===== config.mk =====
export PLATFORM = sky130hd
export DESIGN_NAME = ccm_top
export DESIGN_NICKNAME = d
export VERILOG_FILES = /design/src/rtl/ccm_pkg.sv /design/src/rtl/ccm_top.sv
export VERILOG_INCLUDE_DIRS = /design/src /design/src/rtl
export SDC_FILE = /design/constraint.sdc
export NUM_CORES = 1
export LEC_CHECK = 0
export ABC_AREA = 1
export BUFFER_PORTS_ARGS = -buffer_cell sky130_fd_sc_hd__buf_2
export CAP_MARGIN = 10
export CORE_UTILIZATION = 44
export CTS_CLUSTER_SIZE = 8
export DETAILED_ROUTE_END_ITERATION = 16
export PLACE_DENSITY = 0.79
export SETUP_SLACK_MARGIN = 0.02
export SKIP_CTS_REPAIR_TIMING = 1
export SLEW_MARGIN = 10
export SYNTH_ARGS = -nofsm -noshare
export SYNTH_HDL_FRONTEND = slang
export SYNTH_SLANG_ARGS = --single-unit

===== constraint.sdc =====
create_clock -name clk -period 1.8 [get_ports clk]
set_clock_uncertainty 0.15 [all_clocks]
set_input_delay 0.27 -clock clk [delete_from_list [all_inputs] [get_ports clk]]
set_output_delay 0.27 -clock clk [all_outputs]
set_load 0.1 [all_outputs]

===== src/rtl/ccm_regs.svh =====
/*
  Offsets, field positions and reset values of the coherency line maintenance block.
  Assumes inclusion by bare name from the design file.
*/
`ifndef CCM_REGS_SVH
`define CCM_REGS_SVH

// Diagnostic control register, offset from the private peripheral base
`define CCM_DIAG_CTRL_OFF 8'h30
`define CCM_MIG_DIS_BIT 0
`define CCM_MIG_DIS_RESET 1'h0
`define CCM_RDATA_ZERO 32'h0000_0000

`endif


===== src/rtl/ccm_pkg.sv =====
/*
  Types of the coherency line maintenance block: operations, snoop kinds, states.
  Assumes nothing of its surroundings.
*/
package ccm_pkg;

  // By-address line maintenance operations
  typedef enum logic [1:0] {
    invalidate_line_to_coherency_point = 2'h0,
    clean_line_to_coherency_point = 2'h1,
    clean_line_to_unification_point = 2'h2,
    clean_invalidate_line_to_coherency_point = 2'h3
  } ccm_op_type;

  // Access kinds from another processor or the coherent master port
  typedef enum logic [1:0] {
    snp_load = 2'h0,
    snp_store = 2'h1,
    snp_data_prefetch_hint = 2'h2
  } ccm_snp_type;

  // Maintenance engine states, one-hot
  typedef enum logic [6:0] {
    st_idle = 7'h01,
    st_bcast = 7'h02,
    st_check = 7'h04,
    st_wback = 7'h08,
    st_inval = 7'h10,
    st_done = 7'h20,
    st_snpwb = 7'h40
  } ccm_state_type;

endpackage


===== src/rtl/ccm_top.sv =====
/*
  Coherency-side engine for by-address data cache line maintenance, snoops and
  the migratory-transfer disable control.
  Assumes all inputs come from logic on clk; requests are levels held until answered.
*/
`timescale 1ns/1ps
`include "ccm_regs.svh"

////////////////////////////////////////////////////////////////////////////////
module ccm_top (
  // Clock and reset
  input wire logic clk,
  input wire logic rst_n,
  // Register port
  input wire logic reg_wr,
  input wire logic reg_rd,
  input wire logic [7:0] reg_addr,
  input wire logic [31:0] reg_wdata,
  output logic [31:0] reg_rdata,
  // Cluster configuration
  input wire logic smp_bcast_en,
  // Maintenance request from local processor
  input wire logic mnt_valid,
  input wire ccm_pkg::ccm_op_type mnt_op,
  input wire logic [31:5] mnt_addr,
  input wire logic line_dirty,
  output logic mnt_done,
  // Broadcast to other processors
  output logic bcast_valid,
  output ccm_pkg::ccm_op_type bcast_op,
  output logic [31:5] bcast_addr,
  input wire logic bcast_ack,
  // Write-back to lower memory and local invalidate
  output logic wb_valid,
  output logic [31:5] wb_addr,
  input wire logic wb_ack,
  output logic line_inv,
  // Snoops from other processors and coherent master port
  input wire logic snp_valid,
  input wire ccm_pkg::ccm_snp_type snp_kind,
  input wire logic [31:5] snp_addr,
  input wire logic snp_dirty,
  output logic snp_grant
);

  ccm_pkg::ccm_state_type state_reg;
  ccm_pkg::ccm_state_type state_next;
  ccm_pkg::ccm_op_type op_reg;
  logic [31:5] addr_reg;
  logic mig_dis_reg;
  logic [31:0] reg_rdata_reg;
  logic mnt_done_reg;
  logic bcast_valid_reg;
  logic wb_valid_reg;
  logic [31:5] wb_addr_reg;
  logic line_inv_reg;
  logic snp_grant_reg;

  //////////////////////////////////////////////////////////////////////////////
  // Decode
  wire logic diag_hit = reg_addr == `CCM_DIAG_CTRL_OFF;
  wire logic diag_wr = reg_wr && diag_hit;
  wire logic idle = state_reg == ccm_pkg::st_idle;
  wire logic take_mnt = idle && mnt_valid;
  wire logic take_snp = idle && !mnt_valid && snp_valid && !snp_grant_reg;
  wire logic snp_read = snp_kind != ccm_pkg::snp_store;
  wire logic snp_evict = take_snp && mig_dis_reg && snp_read && snp_dirty;
  wire logic op_cleans = op_reg != ccm_pkg::invalidate_line_to_coherency_point;
  wire logic op_invals = op_reg == ccm_pkg::invalidate_line_to_coherency_point
    || op_reg == ccm_pkg::clean_invalidate_line_to_coherency_point;

  //////////////////////////////////////////////////////////////////////////////
  // Next state
  always_comb begin
    state_next = state_reg;
    unique case (state_reg)
      ccm_pkg::st_idle: begin
        if (take_mnt) begin
          state_next = smp_bcast_en ? ccm_pkg::st_bcast : ccm_pkg::st_check;
        end else if (snp_evict) begin
          state_next = ccm_pkg::st_snpwb;
        end
      end
      ccm_pkg::st_bcast: begin
        if (bcast_ack) begin
          state_next = ccm_pkg::st_check;
        end
      end
      ccm_pkg::st_check: begin
        if (op_cleans && line_dirty) begin
          state_next = ccm_pkg::st_wback;
        end else if (op_invals) begin
          state_next = ccm_pkg::st_inval;
        end else begin
          state_next = ccm_pkg::st_done;
        end
      end
      ccm_pkg::st_wback: begin
        if (wb_ack) begin
          state_next = op_invals ? ccm_pkg::st_inval : ccm_pkg::st_done;
        end
      end
      ccm_pkg::st_inval: state_next = ccm_pkg::st_done;
      ccm_pkg::st_done: state_next = ccm_pkg::st_idle;
      ccm_pkg::st_snpwb: begin
        if (wb_ack) begin
          state_next = ccm_pkg::st_idle;
        end
      end
      default: state_next = ccm_pkg::st_idle;
    endcase
  end

  //////////////////////////////////////////////////////////////////////////////
  // Engine registers
  always_ff @(posedge clk or negedge rst_n) begin
    if (!rst_n) begin
      state_reg <= ccm_pkg::st_idle;
      op_reg <= ccm_pkg::invalidate_line_to_coherency_point;
      addr_reg <= '0;
    end else begin
      state_reg <= state_next;
      if (take_mnt) begin
        op_reg <= mnt_op;
        addr_reg <= mnt_addr;
      end
    end
  end

  // Outputs
  always_ff @(posedge clk or negedge rst_n) begin
    if (!rst_n) begin
      mnt_done_reg <= 1'b0;
      bcast_valid_reg <= 1'b0;
      wb_valid_reg <= 1'b0;
      wb_addr_reg <= '0;
      line_inv_reg <= 1'b0;
      snp_grant_reg <= 1'b0;
    end else begin
      mnt_done_reg <= state_next == ccm_pkg::st_done;
      bcast_valid_reg <= state_next == ccm_pkg::st_bcast;
      wb_valid_reg <= state_next == ccm_pkg::st_wback
        || state_next == ccm_pkg::st_snpwb;
      if (state_reg == ccm_pkg::st_check) begin
        wb_addr_reg <= addr_reg;
      end else if (snp_evict) begin
        wb_addr_reg <= snp_addr;
      end
      line_inv_reg <= state_next == ccm_pkg::st_inval;
      snp_grant_reg <= (take_snp && !snp_evict)
        || (state_reg == ccm_pkg::st_snpwb && wb_ack);
    end
  end

  //////////////////////////////////////////////////////////////////////////////
  // Diagnostic control
  always_ff @(posedge clk or negedge rst_n) begin
    if (!rst_n) begin
      mig_dis_reg <= `CCM_MIG_DIS_RESET;
      reg_rdata_reg <= `CCM_RDATA_ZERO;
    end else begin
      if (diag_wr) begin
        mig_dis_reg <= reg_wdata[`CCM_MIG_DIS_BIT];
      end
      if (reg_rd) begin
        reg_rdata_reg <= `CCM_RDATA_ZERO;
      end
    end
  end

  assign reg_rdata = reg_rdata_reg;
  assign mnt_done = mnt_done_reg;
  assign bcast_valid = bcast_valid_reg;
  assign bcast_op = op_reg;
  assign bcast_addr = addr_reg;
  assign wb_valid = wb_valid_reg;
  assign wb_addr = wb_addr_reg;
  assign line_inv = line_inv_reg;
  assign snp_grant = snp_grant_reg;

  //////////////////////////////////////////////////////////////////////////////
  // Assertions
  AST_WB_HELD: assert property (@(posedge clk) disable iff (!rst_n)
    wb_valid && !wb_ack |=> wb_valid)
    else $error("write-back dropped before acknowledge");

  AST_NO_DONE_BEFORE_WB: assert property (@(posedge clk) disable iff (!rst_n)
    state_reg == ccm_pkg::st_wback && !wb_ack |=> !mnt_done)
    else $error("completion before write-back acknowledge");

  AST_BCAST_ON: assert property (@(posedge clk) disable iff (!rst_n)
    take_mnt && smp_bcast_en |=> bcast_valid && bcast_addr == $past(mnt_addr))
    else $error("maintenance not broadcast");

  AST_BCAST_OFF: assert property (@(posedge clk) disable iff (!rst_n)
    take_mnt && !smp_bcast_en |=> !bcast_valid)
    else $error("broadcast while disabled");

  AST_INV_THEN_DONE: assert property (@(posedge clk) disable iff (!rst_n)
    line_inv |=> mnt_done ##1 !mnt_done)
    else $error("invalidate not followed by completion");

  AST_SNP_WAITS: assert property (@(posedge clk) disable iff (!rst_n)
    snp_grant |-> $past(state_reg == ccm_pkg::st_idle || state_reg == ccm_pkg::st_snpwb))
    else $error("snoop granted during maintenance");

  AST_MIG_EVICT: assert property (@(posedge clk) disable iff (!rst_n)
    snp_evict |=> wb_valid && !snp_grant && wb_addr == $past(snp_addr))
    else $error("dirty line not evicted on read");

  AST_MIG_KEEP: assert property (@(posedge clk) disable iff (!rst_n)
    take_snp && !mig_dis_reg && !snp_grant |=> snp_grant && !wb_valid)
    else $error("snoop not served directly");

  AST_MIG_WRITE: assert property (@(posedge clk) disable iff (!rst_n)
    diag_wr |=> mig_dis_reg == $past(reg_wdata[`CCM_MIG_DIS_BIT]))
    else $error("diagnostic bit not written");

  AST_READ_ZERO: assert property (@(posedge clk) disable iff (!rst_n)
    reg_rd |=> reg_rdata == `CCM_RDATA_ZERO)
    else $error("diagnostic read not zero");

  AST_GRANT_CLEAN: assert property (@(posedge clk) disable iff (!rst_n)
    snp_grant |-> !wb_valid)
    else $error("snoop granted with eviction pending");

endmodule // ccm_top


==> results of run 1 <==
==> area by class of cell <==
class,instances,area share
clock inverters,1,0.00109
repair buffers,158,0.207
well taps,102,0.0279
multi-input cells,346,0.339
clock buffers,15,0.0363
flip-flops and latches,69,0.378
inverters,13,0.0106
==> worst reg2reg max path, delay by kind of cell, from the launching register on <==
kind                   cells  cell delay [ps]
AND/OR/NAND/NOR            6              620
buffers and inverters      3              370
flip-flops                 1              540
==> per-stage QoR <==
step | area, µm² | worst slack, ps | util | TNS (ps)
after global placement | 4190 | 81.5 | 0.542 | 0
after floorplan | 3620 | 151 | - | 0
after global routing | 4580 | -53.3 | 0.593 | -1220
after CTS | 4360 | -31.5 | 0.564 | -323
final | 4580 | 23.8 | 0.593 | 0
after detailed placement | 4190 | -8.27 | 0.542 | -17.1
==> worst paths after layout <==
| kind | start | slack, ps | end | cells past startpoint |
|---|---|---|---|---|
| hold reg to reg | wb_addr[16] | 350 | wb_addr[16] | 2 |
| max in group asynchronous | rst_n | 610 | bcast_addr[30] | 3 |
| min in group asynchronous | rst_n | 300 | bcast_addr[8] | 2 |
| hold / removal | mnt_addr[23] | 6 | bcast_addr[23] | 3 |
| setup / recovery | state_reg[0] | 20 | wb_addr[29] | 9 |
| setup reg to reg | state_reg[0] | 20 | wb_addr[29] | 9 |
==> kinds of logic (layout without fill, tap and decap cells) <==
family | Yosys count | in the layout | synth area share
AO/OA/AOI/OAI | 12 | 12 | 0.0214
adder cells (fa/ha/maj) | 1 | 1 | 0.00357
buffers and inverters | 68 | 187 | 0.122
AND/OR/NAND/NOR | 300 | 301 | 0.358
flip-flops | 69 | 69 | 0.494
other | 1 | 32 | 0.00107
==> per-layer routing <==
metal  GRT usage  vias to the layer above  share of wire
met5           0                        -              0
li1            -                     1650              -
met2       0.377                      155           0.47
met4      0.0966                        0          0.021
met1       0.282                     1535           0.45
met3      0.0444                       17          0.052
==> cells in the final DEF, fill, tap and decap left out, types with 2 or more instances in the layout <==
cell	instances
buf_12	4
o211ai_1	2
buf_6	4
nand3_2	7
nand4_1	2
clkbuf_1	4
nand3_1	52
clkbuf_16	2
nand2_4	2
nor3_1	2
inv_2	2
dfrtp_2	3
nor2_4	3
nand2_2	3
a21oi_1	3
nand2_1	209
o21ai_0	3
buf_4	9
conb_1	32
dlygate4sd3_1	2
inv_1	11
clkbuf_8	11
dfrtp_1	65
nor2_1	17
buf_2	137
o31ai_1	3
==> reports/results.tsv, run 1 <==
metric	value	unit
YS warnings	0	
DRT Pass-1 Iters	5	
vias in the first global route	3047	
largest stage delay on the critical path	540	ps
first-pass GRT wire length	14.5	mm
CTS sink count	69	
antenna violation net count after detailed routing	0	
Worst-path clk slew	70	ps
clk buf depth	2	
number of synthesized register bits	69	
post-synth top area share	0.486	
fin nets	707	
FILL cells	720	
critical path peak fanout	8	
Syn-to-layout area delta	30.9	%
Tmin final	1780	ps
final hold vios	0	
CP max-delay cell	dfstp_2	
post-synthesis average cell area	7.76	µm²
post-synthesis async set-or-reset flop share	1.00	
antenna cell count	0	
max_cap viols	0	
Ports	202	
Initial Utilization	0.453	
fmax	563	MHz
Slew Viols, Final	0	
Mapped Area	3500	µm²
crit share post-route	0.987	
Top FF cell, synth	dfrtp_1	
Seq/Total Area, Yosys	0.494	
I/O Buffers	137	
post-synth cell types	24	
latest clock arrival within the worst-skew pair	340	ps
Req. time, crit path	1890	ps
row cnt	32	
die height	91.2	µm
routed via count	3357	
Mapped Cells	451	
largest net degree at the start of global routing	39	
count of non-filler cells in the finished layout	704	
die area	8320	µm²
crit path capture type	register	
TritonCTS clock tree	built	
Total Routed Length	9.32	mm
GRT Total Usage	0.225	
die width	91.2	µm
CP delay by family, top	simple AND/OR/NAND/NOR gates	
Crit Path Category	reg2reg	
WP buf/inv	3	
Cell Chain, Critical Path	inv_2, nor2_2, nand2_2, nor2_4, nand4_4, buf_12, clkbuf_16, nand3_1, nand2_1	
Final setup violation count	0	
DP Cell Count	680	
Data arrival, critical path	1870	ps
status	complete, no violations	
synth top area cells	dfrtp_1, nand2_1, nand3_1, buf_4, nor2_1	
Min Hold Slack	6.02	ps
Final HPWL DP	6.39	mm
gp weighted congestion	0.845	
Via density	4.77	
Relative slew margins	0.632	
H-Tree Depth	3	
core area	7730	µm²
Num CTS Buffers	9	
layout cell share with drive strength beyond 1	0.322	
worst-margin pin slew	552	ps
Post-synth EDFFs	0	
CP startpoint kind	register	
initial antenna violation count	0	
starting DRC count in detailed routing	206	
FF/Latch Area	1730	µm²
area of the multi-input gates	1550	µm²
Hold Path Class	in2reg	
CTS Root Cell	clkbuf_8	
most frequent cell after synthesis	nand2_1	
DRC errors left	0	
Routed wire per std cell	13.2	µm
synth cell count leaders	nand2_1, dfrtp_1, nand3_1	
unrepaired setup endpoints after global routing	yes	
total gr overflow	0	
area leader, netlist	dfrtp_1	
Power of run 1 is not shown: default switching activity piles up to over one toggle a cycle in this logic, so the estimate is an artifact.
==> run 2: changes to the inputs <==
--- a/config.mk
+++ b/config.mk
@@ -12,6 +12,7 @@
 export CORE_UTILIZATION = 44
 export CTS_CLUSTER_SIZE = 8
 export DETAILED_ROUTE_END_ITERATION = 16
+export MAX_ROUTING_LAYER = met4
 export PLACE_DENSITY = 0.79
 export SETUP_SLACK_MARGIN = 0.02
 export SKIP_CTS_REPAIR_TIMING = 1
==> reports/results.tsv, run 2 (synthesis results as in run 1) <==
metric	value	unit
routed via count	3305	
commonest non-fill, non-tap cell in the layout	nand2_1	
Via density	4.69	
die area	8320	µm²
CTS Root Cell	clkbuf_8	
Worst-path clk slew	70	ps
Tmin final	1780	ps
Hold Path Class	in2reg	
Slew Viols, Final	0	
GRT Total Usage	0.231	
final hold vios	0	
Layout Utilization	0.593	
clk buf depth	2	
Req. time, crit path	1880	ps
total gr overflow	0	
starting DRC count in detailed routing	175	
Crit Path Category	reg2reg	
most frequent cells in the layout	nand2_1, buf_2, dfrtp_1	
last element of the critical path	wb_addr[6]	
max_cap viols	0	
DRT Pass-1 Iters	4	
Routed wire per std cell	13.1	µm
R2R Path Start	state_reg[0]	
Num CTS Buffers	9	
Initial Utilization	0.453	
largest net degree at the start of global routing	39	
fin nets	707	
Total Routed Length	9.22	mm
vias in the first global route	3047	
crit path capture type	register	
worst-margin pin slew	554	ps
FILL cells	722	
cell mode on critical path	nand2_2	
Syn-to-layout area delta	31.0	%
initial antenna violation count	0	
Cell Chain, Critical Path	inv_2, nor2_2, nand2_2, nor2_4, nand4_4, buf_12, clkbuf_16, nand3_2, nand2_2	
Data arrival, critical path	1860	ps
CP startpoint kind	register	
reg2reg end	wb_addr[6]	
die height	91.2	µm
gp weighted congestion	0.859	
CP max-delay cell	dfstp_2	
row cnt	32	
Relative slew margins	0.630	
R2R Setup Slk	20	ps
largest stage delay on the critical path	540	ps
beginning of the critical path	state_reg[0]	
core area	7730	µm²
critical path peak fanout	8	
TritonCTS clock tree	built	
fmax	561	MHz
CTS sink count	69	
status	complete, no violations	
unrepaired setup endpoints after global routing	yes	
latest clock arrival within the worst-skew pair	340	ps
Final HPWL DP	6.39	mm
Ports	202	
crit share post-route	0.990	
H-Tree Depth	3	
layout cell share with drive strength beyond 1	0.326	
I/O Buffers	137	
antenna cell count	0	
DRC errors left	0	
reg2reg path depth	9	
antenna violation net count after detailed routing	0	
Final setup violation count	0	
die width	91.2	µm
first-pass GRT wire length	14.4	mm
==> run 2: cell count changes in the layout (fill, tap and decap cells not counted) <==
| cell | before | now |
|---|---|---|
| nand3_1 | 52 | 50 |
| buf_4 | 9 | 11 |
| buf_6 | 4 | 2 |
| nand3_2 | 7 | 9 |
==> run 2: through the flow <==
step                std cells  hold slack, ps  setup WS, ps  TNS [ps]  area (µm²)
CTS                       696            -232         -31.5      -323        4360
floorplan                 482            -176           151         0        3620
global route              704            9.61         -54.1     -1240        4580
finish                    704            10.7          18.0         0        4580
global placement          680             143          81.5         0        4190
detailed placement        680             137         -8.27     -17.1        4190
==> run 2: area by class of cell <==
cell class	instances	area, µm²	share of cell area
Sequential cell	69	1730	0.378
Multi-Input combinational cell	346	1560	0.341
Clock buffer	15	166	0.0363
Clock inverter	1	5.00	0.00109
Tap cell	102	128	0.0278
Inverter	13	48.8	0.0106
Timing Repair Buffer	158	941	0.205
==> run 2: routing by layer <==
layer	wire, µm	global-route usage
met5	0	-
met4	145	0.0966
met3	539	0.0452
met2	4370	0.378
met1	4170	0.280
==> run 2: worst min path at each step <==
stage,slack [ps],end,cells past startpoint,startpoint
after global routing,10,bcast_addr[12],3,mnt_addr[12]
after floorplan,-180,bcast_addr[10],0,rst_n
final,10,bcast_addr[23],3,mnt_addr[23]
after detailed placement,140,wb_addr[31],1,rst_n
after global placement,140,wb_addr[31],1,rst_n
after CTS,-230,state_reg[6],1,rst_n
==> run 2: worst max-delay path, delay by kind of cell (launching register included) <==
| family | cells | cell delay [ps] |
|---|---|---|
| buffers and inverters | 3 | 370 |
| DFF | 1 | 540 |
| and+or+nand+nor | 6 | 610 |
Power of run 2 is left out for the same reason.
